## config.mk

```make
export PLATFORM = sky130hd
export DESIGN_NAME = smh_servo_motion_handshake
export DESIGN_NICKNAME = d
export VERILOG_FILES = /design/src/verilog/smh_pkg.sv /design/src/verilog/smh_servo_motion_handshake.sv /design/src/verilog/smh_edge_sync.sv /design/src/verilog/smh_torque_select.sv
export SDC_FILE = /design/constraint.sdc
export NUM_CORES = 1
export LEC_CHECK = 0
export BUFFER_PORTS_ARGS = -buffer_cell sky130_fd_sc_hd__buf_2
export CAP_MARGIN = 20
export CORE_MARGIN = 2
export CORE_UTILIZATION = 53
export DETAILED_ROUTE_END_ITERATION = 16
export PLACE_DENSITY = 0.81
export REMOVE_ABC_BUFFERS = 1
export SLEW_MARGIN = 20
export SYNTH_ARGS = -nofsm -noshare
export SYNTH_HDL_FRONTEND = slang
export SYNTH_SLANG_ARGS = --single-unit
```

## constraint.sdc

```tcl
create_clock -name clk -period 3.4 [get_ports clk]
set_clock_uncertainty 0.15 [all_clocks]
set_input_delay 0.34 -clock clk [delete_from_list [all_inputs] [get_ports clk]]
set_output_delay 0.34 -clock clk [all_outputs]
set_load 0.02 [all_outputs]
```

## src/verilog/smh_pkg.sv

```systemverilog
// Package with constants and carrier types for the servo motion handshake block.
package smh_pkg;
   // ----------------------------------------
   // Timing
   // ----------------------------------------
   localparam int CLK_MHZ = 100;
   localparam int START_DELAY_MS = 5;
   localparam int OTHER_DELAY_MS = 10;
   localparam int UV_LOSS_MS = 60;
   localparam int START_DELAY_CYC = START_DELAY_MS * 1000 * CLK_MHZ;
   localparam int OTHER_DELAY_CYC = OTHER_DELAY_MS * 1000 * CLK_MHZ;
   localparam int UV_LOSS_CYC = UV_LOSS_MS * 1000 * CLK_MHZ;
   // Start edges reach the motion core this many cycles after the raw command changes.
   localparam int SYNC_STAGES = 2;
   // ----------------------------------------
   // Widths and limits
   // ----------------------------------------
   localparam int TQ_W = 7;
   localparam logic [TQ_W-1:0] TQ_MAX = 7'h64;
   localparam int POS_W = 16;
   localparam int CNT_W = 24;

   typedef struct packed {
      logic servoOn;
      logic fwdStart;
      logic revStart;
      logic startStop;
      logic torqueLimitSelect;
      logic alarmResetA;
      logic alarmResetB;
   } smh_cmd_t;

   typedef struct packed {
      logic readyFlag;
      logic roughMatchFlag;
      logic moveFinishFlag;
      logic inPositionFlag;
      logic torqueLimitingFlag;
      logic alarmFlag;
   } smh_status_t;
endpackage : smh_pkg

```

## src/verilog/smh_servo_motion_handshake.sv

```systemverilog
// Top of the servo motion handshake: start qualification, flags, torque limit and alarm handling.
`timescale 1ns/1ns
`default_nettype none
module smh_servo_motion_handshake
   import smh_pkg::*;
#(
   parameter int UV_CYCLES = UV_LOSS_CYC
)
(
   input wire logic clk,
   input wire logic srst,
   input wire smh_cmd_t cmd,
   input wire logic mainPowerOk,
   input wire logic controlPowerLost,
   input wire logic forcedStopInput,
   input wire logic alarmCause,
   input wire logic panelSetButton,
   input wire logic incrementalMode,
   input wire logic [POS_W-1:0] remainingCommand,
   input wire logic [POS_W-1:0] droopPulses,
   input wire logic commandDone,
   input wire logic [POS_W-1:0] inPositionRange,
   input wire logic [POS_W-1:0] roughMatchRange,
   input wire logic [TQ_W-1:0] torqueLimit1,
   input wire logic [TQ_W-1:0] torqueLimit2,
   input wire logic torqueAtLimit,
   input wire logic homeDone,
   output smh_status_t status,
   output logic startFwd,
   output logic startRev,
   output logic moveActive,
   output logic powerStageOn,
   output logic undervoltageAlarm,
   output logic homeValid,
   output logic [TQ_W-1:0] torqueLimit
);
   // ----------------------------------------
   // Helpers
   // ----------------------------------------
   // Unsigned compare, so a range of zero asks for an exact match.
   function automatic logic withinRange(input logic [POS_W-1:0] value, input logic [POS_W-1:0] bound);
      withinRange = (value <= bound);
   endfunction : withinRange

   // ----------------------------------------
   // Command synchronisation
   // ----------------------------------------
   localparam int NCMD = 7;
   // Start, reset and select bits pass the same two stages, so their relative order is kept.
   logic [NCMD-1:0] cmdLevel;
   logic [NCMD-1:0] cmdRise;
   logic [TQ_W-1:0] torqueSel;

   smh_edge_sync #(.W(NCMD)) u_sync
   (
      .clk(clk),
      .srst(srst),
      .din(cmd),
      .level(cmdLevel),
      .rise(cmdRise)
   );

   smh_cmd_t lvl, rse;
   assign lvl = smh_cmd_t'(cmdLevel);
   assign rse = smh_cmd_t'(cmdRise);

   smh_torque_select u_tq
   (
      .limit1(torqueLimit1),
      .limit2(torqueLimit2),
      .select(lvl.torqueLimitSelect),
      .limit(torqueSel)
   );

   // ----------------------------------------
   // Alarm and undervoltage
   // ----------------------------------------
   logic alarm_reg, alarm_next;
   logic uv_reg, uv_next;
   logic [CNT_W-1:0] lossCnt_reg, lossCnt_next;
   logic home_reg, home_next;
   logic resetReq;

   always_comb
   begin
      resetReq = rse.alarmResetA | rse.alarmResetB | panelSetButton;
      lossCnt_next = lossCnt_reg;
      uv_next = uv_reg;
      // The count stops one short of the limit, so the alarm holds for as long as the loss lasts.
      if (!controlPowerLost)
      begin
         lossCnt_next = '0;
      end
      else if (lossCnt_reg < CNT_W'(UV_CYCLES - 1))
      begin
         lossCnt_next = lossCnt_reg + CNT_W'(1);
      end
      else
      begin
         uv_next = 1'b1;
      end
      // A reset during the loss is ignored, so the alarm cannot hide a supply that is still down.
      if (resetReq && !controlPowerLost)
      begin
         uv_next = 1'b0;
      end
      alarm_next = alarm_reg;
      // A live cause wins over the reset so the alarm cannot be cleared while it persists.
      if (alarmCause || uv_next)
      begin
         alarm_next = 1'b1;
      end
      else if (resetReq)
      begin
         alarm_next = 1'b0;
      end
      // Absolute mode keeps its home across an alarm; only incremental mode must search again.
      home_next = home_reg;
      if (homeDone)
      begin
         home_next = 1'b1;
      end
      if (alarm_next && incrementalMode)
      begin
         home_next = 1'b0;
      end
   end

   always_ff @(posedge clk)
   begin
      if (srst)
      begin
         alarm_reg <= 1'b0;
         uv_reg <= 1'b0;
         lossCnt_reg <= '0;
         home_reg <= 1'b0;
      end
      else
      begin
         alarm_reg <= alarm_next;
         uv_reg <= uv_next;
         lossCnt_reg <= lossCnt_next;
         home_reg <= home_next;
      end
   end

   // ----------------------------------------
   // Start qualification and move tracking
   // ----------------------------------------
   typedef enum logic [1:0] {ST_IDLE, ST_MOVE, ST_STOPPED} smh_state_t;
   smh_state_t state_reg, state_next;
   logic fwd_reg, fwd_next;
   logic rev_reg, rev_next;
   // Registered beside the state so the move flag leaves the block straight from a flip-flop.
   logic move_reg, move_next;
   logic driveOk;

   always_comb
   begin
      driveOk = lvl.servoOn && !alarm_next && !forcedStopInput;
      state_next = state_reg;
      fwd_next = 1'b0;
      rev_next = 1'b0;
      unique case (state_reg)
         ST_IDLE:
         begin
            // Edges are honoured only with main power up; held levels never retrigger.
            // Forward wins when both edges land in the same cycle.
            if (driveOk && mainPowerOk && (rse.fwdStart || rse.revStart))
            begin
               fwd_next = rse.fwdStart;
               rev_next = rse.revStart && !rse.fwdStart;
               state_next = ST_MOVE;
            end
         end
         ST_MOVE:
         begin
            // Start edges here are dropped, not queued.
            if (!driveOk)
            begin
               state_next = ST_STOPPED;
            end
            else if (commandDone)
            begin
               state_next = ST_IDLE;
            end
         end
         ST_STOPPED:
         begin
            // The stop is left once drive is allowed again; the position flags step high then.
            if (driveOk)
            begin
               state_next = ST_IDLE;
            end
         end
      endcase
      move_next = (state_next == ST_MOVE);
   end

   always_ff @(posedge clk)
   begin
      if (srst)
      begin
         state_reg <= ST_IDLE;
         move_reg <= 1'b0;
         fwd_reg <= 1'b0;
         rev_reg <= 1'b0;
      end
      else
      begin
         state_reg <= state_next;
         move_reg <= move_next;
         fwd_reg <= fwd_next;
         rev_reg <= rev_next;
      end
   end

   // ----------------------------------------
   // Status flags
   // ----------------------------------------
   smh_status_t st_reg, st_next;
   logic stage_reg, stage_next;
   logic [TQ_W-1:0] tq_reg, tq_next;

   always_comb
   begin
      // Ready follows this cycle's alarm, so ready never stands beside a fresh alarm.
      st_next.readyFlag = lvl.servoOn && mainPowerOk && !alarm_next;
      st_next.alarmFlag = alarm_next;
      // Limiting is gated by last cycle's power stage, so the flag trails powerStageOn by one cycle.
      st_next.torqueLimitingFlag = torqueAtLimit && stage_reg;
      if (!lvl.servoOn)
      begin
         st_next.moveFinishFlag = 1'b0;
         st_next.roughMatchFlag = 1'b0;
         st_next.inPositionFlag = 1'b0;
      end
      else if (state_reg == ST_STOPPED && driveOk)
      begin
         st_next.moveFinishFlag = 1'b1;
         st_next.roughMatchFlag = 1'b1;
         st_next.inPositionFlag = 1'b1;
      end
      else
      begin
         st_next.moveFinishFlag = commandDone && withinRange(remainingCommand, inPositionRange)
            && state_next != ST_MOVE;
         st_next.roughMatchFlag = withinRange(remainingCommand, roughMatchRange);
         st_next.inPositionFlag = withinRange(droopPulses, inPositionRange);
      end
      stage_next = driveOk && mainPowerOk;
      tq_next = torqueSel;
   end

   always_ff @(posedge clk)
   begin
      if (srst)
      begin
         st_reg <= '0;
         stage_reg <= 1'b0;
         tq_reg <= '0;
      end
      else
      begin
         st_reg <= st_next;
         stage_reg <= stage_next;
         tq_reg <= tq_next;
      end
   end

   // ----------------------------------------
   // Outputs
   // ----------------------------------------
   assign status = st_reg;
   assign startFwd = fwd_reg;
   assign startRev = rev_reg;
   assign moveActive = move_reg;
   assign powerStageOn = stage_reg;
   assign undervoltageAlarm = uv_reg;
   assign homeValid = home_reg;
   assign torqueLimit = tq_reg;
endmodule : smh_servo_motion_handshake
`default_nettype wire

```

## src/verilog/smh_edge_sync.sv

```systemverilog
// Two-stage synchroniser with rising-edge detection for a group of command bits.
`timescale 1ns/1ns
`default_nettype none
module smh_edge_sync
   import smh_pkg::*;
#(
   parameter int W = 7
)
(
   input wire logic clk,
   input wire logic srst,
   input wire logic [W-1:0] din,
   output logic [W-1:0] level,
   output logic [W-1:0] rise
);
   logic [W-1:0] meta_reg, meta_next;
   logic [W-1:0] sync_reg, sync_next;
   logic [W-1:0] last_reg, last_next;

   always_comb
   begin
      meta_next = din;
      sync_next = meta_reg;
      last_next = sync_reg;
   end

   always_ff @(posedge clk)
   begin
      if (srst)
      begin
         meta_reg <= '0;
         sync_reg <= '0;
         last_reg <= '0;
      end
      else
      begin
         meta_reg <= meta_next;
         sync_reg <= sync_next;
         last_reg <= last_next;
      end
   end

   assign level = sync_reg;
   assign rise = sync_reg & ~last_reg;
endmodule : smh_edge_sync
`default_nettype wire

```

## src/verilog/smh_torque_select.sv

```systemverilog
// Torque limit selection: setting 1, or the lower of the two settings when select is high.
`timescale 1ns/1ns
`default_nettype none
module smh_torque_select
   import smh_pkg::*;
(
   input wire logic [TQ_W-1:0] limit1,
   input wire logic [TQ_W-1:0] limit2,
   input wire logic select,
   output logic [TQ_W-1:0] limit
);
   function automatic logic [TQ_W-1:0] clampPct(input logic [TQ_W-1:0] v);
      clampPct = (v > TQ_MAX) ? TQ_MAX : v;
   endfunction : clampPct

   logic [TQ_W-1:0] l1, l2;

   always_comb
   begin
      l1 = clampPct(limit1);
      l2 = clampPct(limit2);
      if (!select)
      begin
         limit = l1;
      end
      else
      begin
         limit = (l2 < l1) ? l2 : l1;
      end
   end
endmodule : smh_torque_select
`default_nettype wire

```

# Word level (Yosys, flattened, before mapping)
# Cells that the tools add are included.
# classes
n_addsub	1
n_reduce_logical	24
n_mux	15
magnitude_cmp	7
n_eq_ne	4
bitwise_logic	8
# ops
cell	count
$le A16 B16 Y1	3
$mux W7	4
$add A24 B1 Y24 const B	1
$lt A24 B23 Y1 const B	1
$gt A7 B7 Y1 const B	2
$logic_and A1 B1 Y1	13
$mux W2	4
$lt A7 B7 Y1	1
$and A6 B6 Y6	1
$not A6 Y6	1
$pmux W2 S3	1
$reduce_or A2 Y1	3
$mux W1	5
$eq A2 B1 Y1 const B	2
$logic_not A1 Y1	4
$not A1 Y1	4
$mux W3	1
$reduce_or A3 Y1	1
$eq A2 B2 Y1 const B	1
$logic_not A2 Y1	1
$logic_or A1 B1 Y1	2
$ne A2 B1 Y1 const B	1
$or A1 B1 Y1	2
# totals
input_bits	96
output_inout_bits	19
register_bits	65

# Longest topological paths before layout
# depth
depth_word	18
depth_mapped	10
mapped_depth_nobuf	9

# Hierarchy
# Synthesis repeated with hierarchy kept, for this count alone.
# unflattened
hier_cells	473
area_unflattened_um2	4137.7
# modules_own_cells
mod	area_per_inst_um2	n_inst	cells_per_inst
smh_servo_motion_handshake	3103.0	1	370
smh_edge_sync	668.1	1	51
smh_torque_select	366.6	1	52

# Worst setup path after synthesis
# Ideal clock, no wire load.
# synth_path
path_type	input to register
start	input torqueLimit2[0]
end	register tq_reg[5], in the netlist torqueLimit[5]
arrival_ps	2277
setup_ps	128
n_path_buf	1
setup_slack_ps	845
cell_stages	10
cell_sequence	o21a_1 o311ai_2 and2_1 ha_1 and3_1 a221o_1 a31oi_1 buf_2 mux2i_1 nor2_1
# synth_between
elab_chain_cells	5
# synth_rtl
element	line	rtl
from (decl)	smh_servo_motion_handshake.sv:25	input wire logic [TQ_W-1:0] torqueLimit2,
$gt A7 B7 Y1	smh_torque_select.sv:13	clampPct = (v > TQ_MAX) ? TQ_MAX : v;
$mux W7 *	smh_torque_select.sv:13	
$lt A7 B7 Y1	smh_torque_select.sv:28	limit = (l2 < l1) ? l2 : l1;
$mux W7 *	smh_torque_select.sv:28	
$mux W7 *	smh_torque_select.sv:22	if (!select)
to (signal assigned)	smh_servo_motion_handshake.sv:267	tq_reg <= tq_next;
to (decl)	smh_servo_motion_handshake.sv:223	logic [TQ_W-1:0] tq_reg, tq_next;
# Every way passes the cells marked *; elsewhere a longest branch is shown, timed or not.
# A chain may end at the register's enable or synchronous reset.

# Worst setup path after layout
# layout_path
start	input torqueLimit2[0]
end	register tq_reg[2], in the netlist torqueLimit[2]
# Same word-level chain as after synthesis.

==> flow_metrics.py <==
metrics = {
    "floorplan": {
        "floorplan.die_area_mm2": 0.00814,
        "dieHeight_um": 90.2,
        "initial_core_util": 0.546,
        "dieWidth_um": 90.2,
        "std_cell_rows": 31,
        "core_mm2": 0.00721,
        "pin_count": 115,
    },
    "cts": {
        "cts_resized": 0,
        "clk_pin_slew_ps": 70,
        "clock_latency_ps": 330,
        "cts_buffers": 9,
        "holdBufCountCts": 0,
        "cts_tree": "yes",
        "cts_setup_buffers": 0,
        "cts_root_buffer": "clkbuf_8",
        "htreeDepth": 3,
        "cts.sink_count": 61,
        "clk_path_buf_depth": 2,
    },
    "finish": {
        "final_nets": 735,
        "area_growth_pct": 22.6,
        "largest_register_ffs": 24,
        "final_cell_count_no_fill": 684,
        "drive_above_1_share": 0.244,
        "antenna-diode-count": 0,
    },
    "route": {
        "drtPass1Iterations": 5,
        "ant_nets": 0,
        "remaining_drc_errors": 0,
        "detail_route.wl_per_cell_um": 13.2,
        "drt_iter0_drc": 140,
        "finalWirelength_um": 9020,
        "post_drt_via_cell_ratio": 5.33,
        "num_vias": 3646,
    },
    "logic_synthesis": {
        "synth.avg_cell_area_um2": 8.42,
        "yosys_warnings": 0,
        "synth_edf_count": 0,
        "ys_async_sr_fraction": 0,
        "synthDistinctLibCells": 54,
        "ys_ff_latch": 61,
        "synth_ff_type": "dfxtp_1",
        "yosysSeqAreaShare": 0.310,
        "syn_inst": 468,
        "syn_area_mm2": 0.00394,
    },
    "worst_hold_path": {
        "hold_path_class": "in2reg",
    },
    "global_routing": {
        "grt_pass1_wl_um": 15300,
        "grt_remaining_overflow": 0,
        "grt_usage": 0.224,
        "grt_antenna_before_repair": 0,
        "grt_max_degree": 34,
        "grt_pass1_vias": 3582,
    },
    "sta": {
        "max_slew_margin": 0.385,
        "worstMarginPinSlew_ps": 922,
        "clock.fmax_ghz": 0.387,
        "layout_setup_ws_ps": 817,
        "finalMaxSlewViolations": 0,
        "period_share": 0.760,
        "holdWs_ps": 57.1,
        "hold_viol_final": 0,
        "period_needed_ps": 2580,
        "rsz0062_at_grt": "false",
        "setup-violations-final": 0,
        "setup_tns_ps": 0,
    },
    "setup_path": {
        "worst_setup_path_end_kind": "flip-flop",
        "path_buf_inv": 2,
        "path_max_fanout": 10,
        "crit_chain": "buf_2 -> o21a_1 -> o311ai_2 -> and2_1 -> ha_1 -> and3_1 -> a221o_1 -> a31oi_1 -> buf_4 -> nor2b_1 -> nor3_1",
        "slowest_stage": "o311ai_2",
        "slowest_delay_ps": 350,
        "cp-start-kind": "primary input",
        "arrival_ps": 2640,
        "critPathTopFamily": "compound AO/OA/AOI/OAI gates",
        "criticalPathCategory": "in2reg",
        "required_ps": 3450,
    },
    "placement": {
        "routabilityCongestion": 0.837,
        "io_buffers": 113,
        "dp_hpwl_um": 7350,
        "pre_cts_ws_ps": 486,
        "placedCellCount": 669,
    },
    "pwr": {
        "peakVddDrop_uv": 286,
        "power_density_mw_per_mm2": 373,
        "p_total_uw": 1800,
        "p_leak_uw": 0.00230,
    },
    "outcome": {
        "status": "completed",
    },
    "flow_run": {
        "cap_violations": 0,
    },
}
[routing by layer]
metal / vias to the layer above / global-route usage / routed length, µm
met3: 12 / 0.0671 / 627
met1: 1651 / 0.259 / 3980
met4: 0 / 0.0577 / 103
met2: 117 / 0.401 / 4310
li1: 1866 / - / -
met5: - / 0 / 0
[synth_stat cells (all sizes together) (5+ instances only)]
library cell | number | area (µm²)
a211oi | 6 | 50.1
a21o | 10 | 75.1
a21oi | 27 | 135
a31oi | 5 | 31.3
and3 | 5 | 32.5
clkbuf | 8 | 30.0
dfxtp | 61 | 1220
ha | 58 | 726
inv | 45 | 169
nand2 | 25 | 96.4
nand2b | 10 | 62.6
nand3 | 19 | 95.1
nand4 | 12 | 75.1
nor2 | 41 | 154
nor2b | 26 | 163
nor3 | 14 | 97.6
o211ai | 8 | 60.1
o21a | 8 | 60.1
o21ai | 20 | 100
or3 | 9 | 56.3
xnor2 | 9 | 78.8
xor2 | 5 | 43.8
[worst paths after layout]
check	from	to	slack (ps)	cells after the start
min	forcedStopInput	powerStageOn$_SDFF_PP0_	60	2
min reg2reg	powerStageOn$_SDFF_PP0_	status[1]$_SDFF_PP0_	280	2
max reg2reg	lossCnt_reg[0]$_SDFFE_PP0N_	status[3]$_SDFF_PP0_	960	8
max	torqueLimit2[0]	torqueLimit[2]$_SDFF_PP0_	820	11
[layout make-up]
type / count / area [µm²]
inverters: 45 / 169
fillers: 599 / 2380
repair buffers: 114 / 573
multi-input cells: 350 / 2500
flip-flops and latches: 61 / 1220
clock buffers: 11 / 151
well taps: 99 / 124
clock inverters: 4 / 95.1
[power by group]
| part | total (µW) | internal [µW] | switching (µW) |
|---|---|---|---|
| Sequential | 738 | 732 | 6.28 |
| Clock | 789 | 522 | 267 |
| Combinational | 277 | 132 | 145 |
[layout by cell type (no fill, tap or decap), types with 2 or more instances in the layout]
master,netlist,routed
buf_2,3,113
dfxtp_1,61,61
ha_1,58,58
inv_1,45,45
nor2_1,41,41
a21oi_1,27,27
nor2b_1,26,26
nand2_1,24,24
nand3_1,19,19
o21ai_0,18,18
nand4_1,12,12
nor3_1,11,11
clkbuf_8,0,11
a21o_1,10,10
nand2b_1,10,10
xnor2_1,9,9
or3_1,9,9
o21a_1,8,8
o211ai_1,8,8
xor2_1,5,5
a31oi_1,5,5
a211oi_1,5,5
and3_1,4,4
mux2i_1,4,4
or2_2,3,3
and2_1,3,3
bufinv_16,0,3
and4_1,2,2
o21ai_1,2,2
and3b_1,2,2
nor3_4,2,2
[logic make-up (layout without fill, tap and decap cells)]
family          Yosys count  after routing  share of synthesized area
mux                       4              4                     0.0102
xor+xnor                 14             14                     0.0311
compound gates           95             95                      0.155
flops                    61             61                      0.310
simple gates            179            179                      0.253
buf+inv                  57            174                     0.0562
fa+ha+maj                58             58                      0.184
[stage by stage]
stage	cell area, µm²	utilization
after floorplan	3890	-
after global placement	4590	0.636
after detailed placement	4590	0.636
after CTS	4830	0.670
after global routing	4830	0.670
final	4830	0.670
No activity file was read; power rests on OpenSTA's default activity.
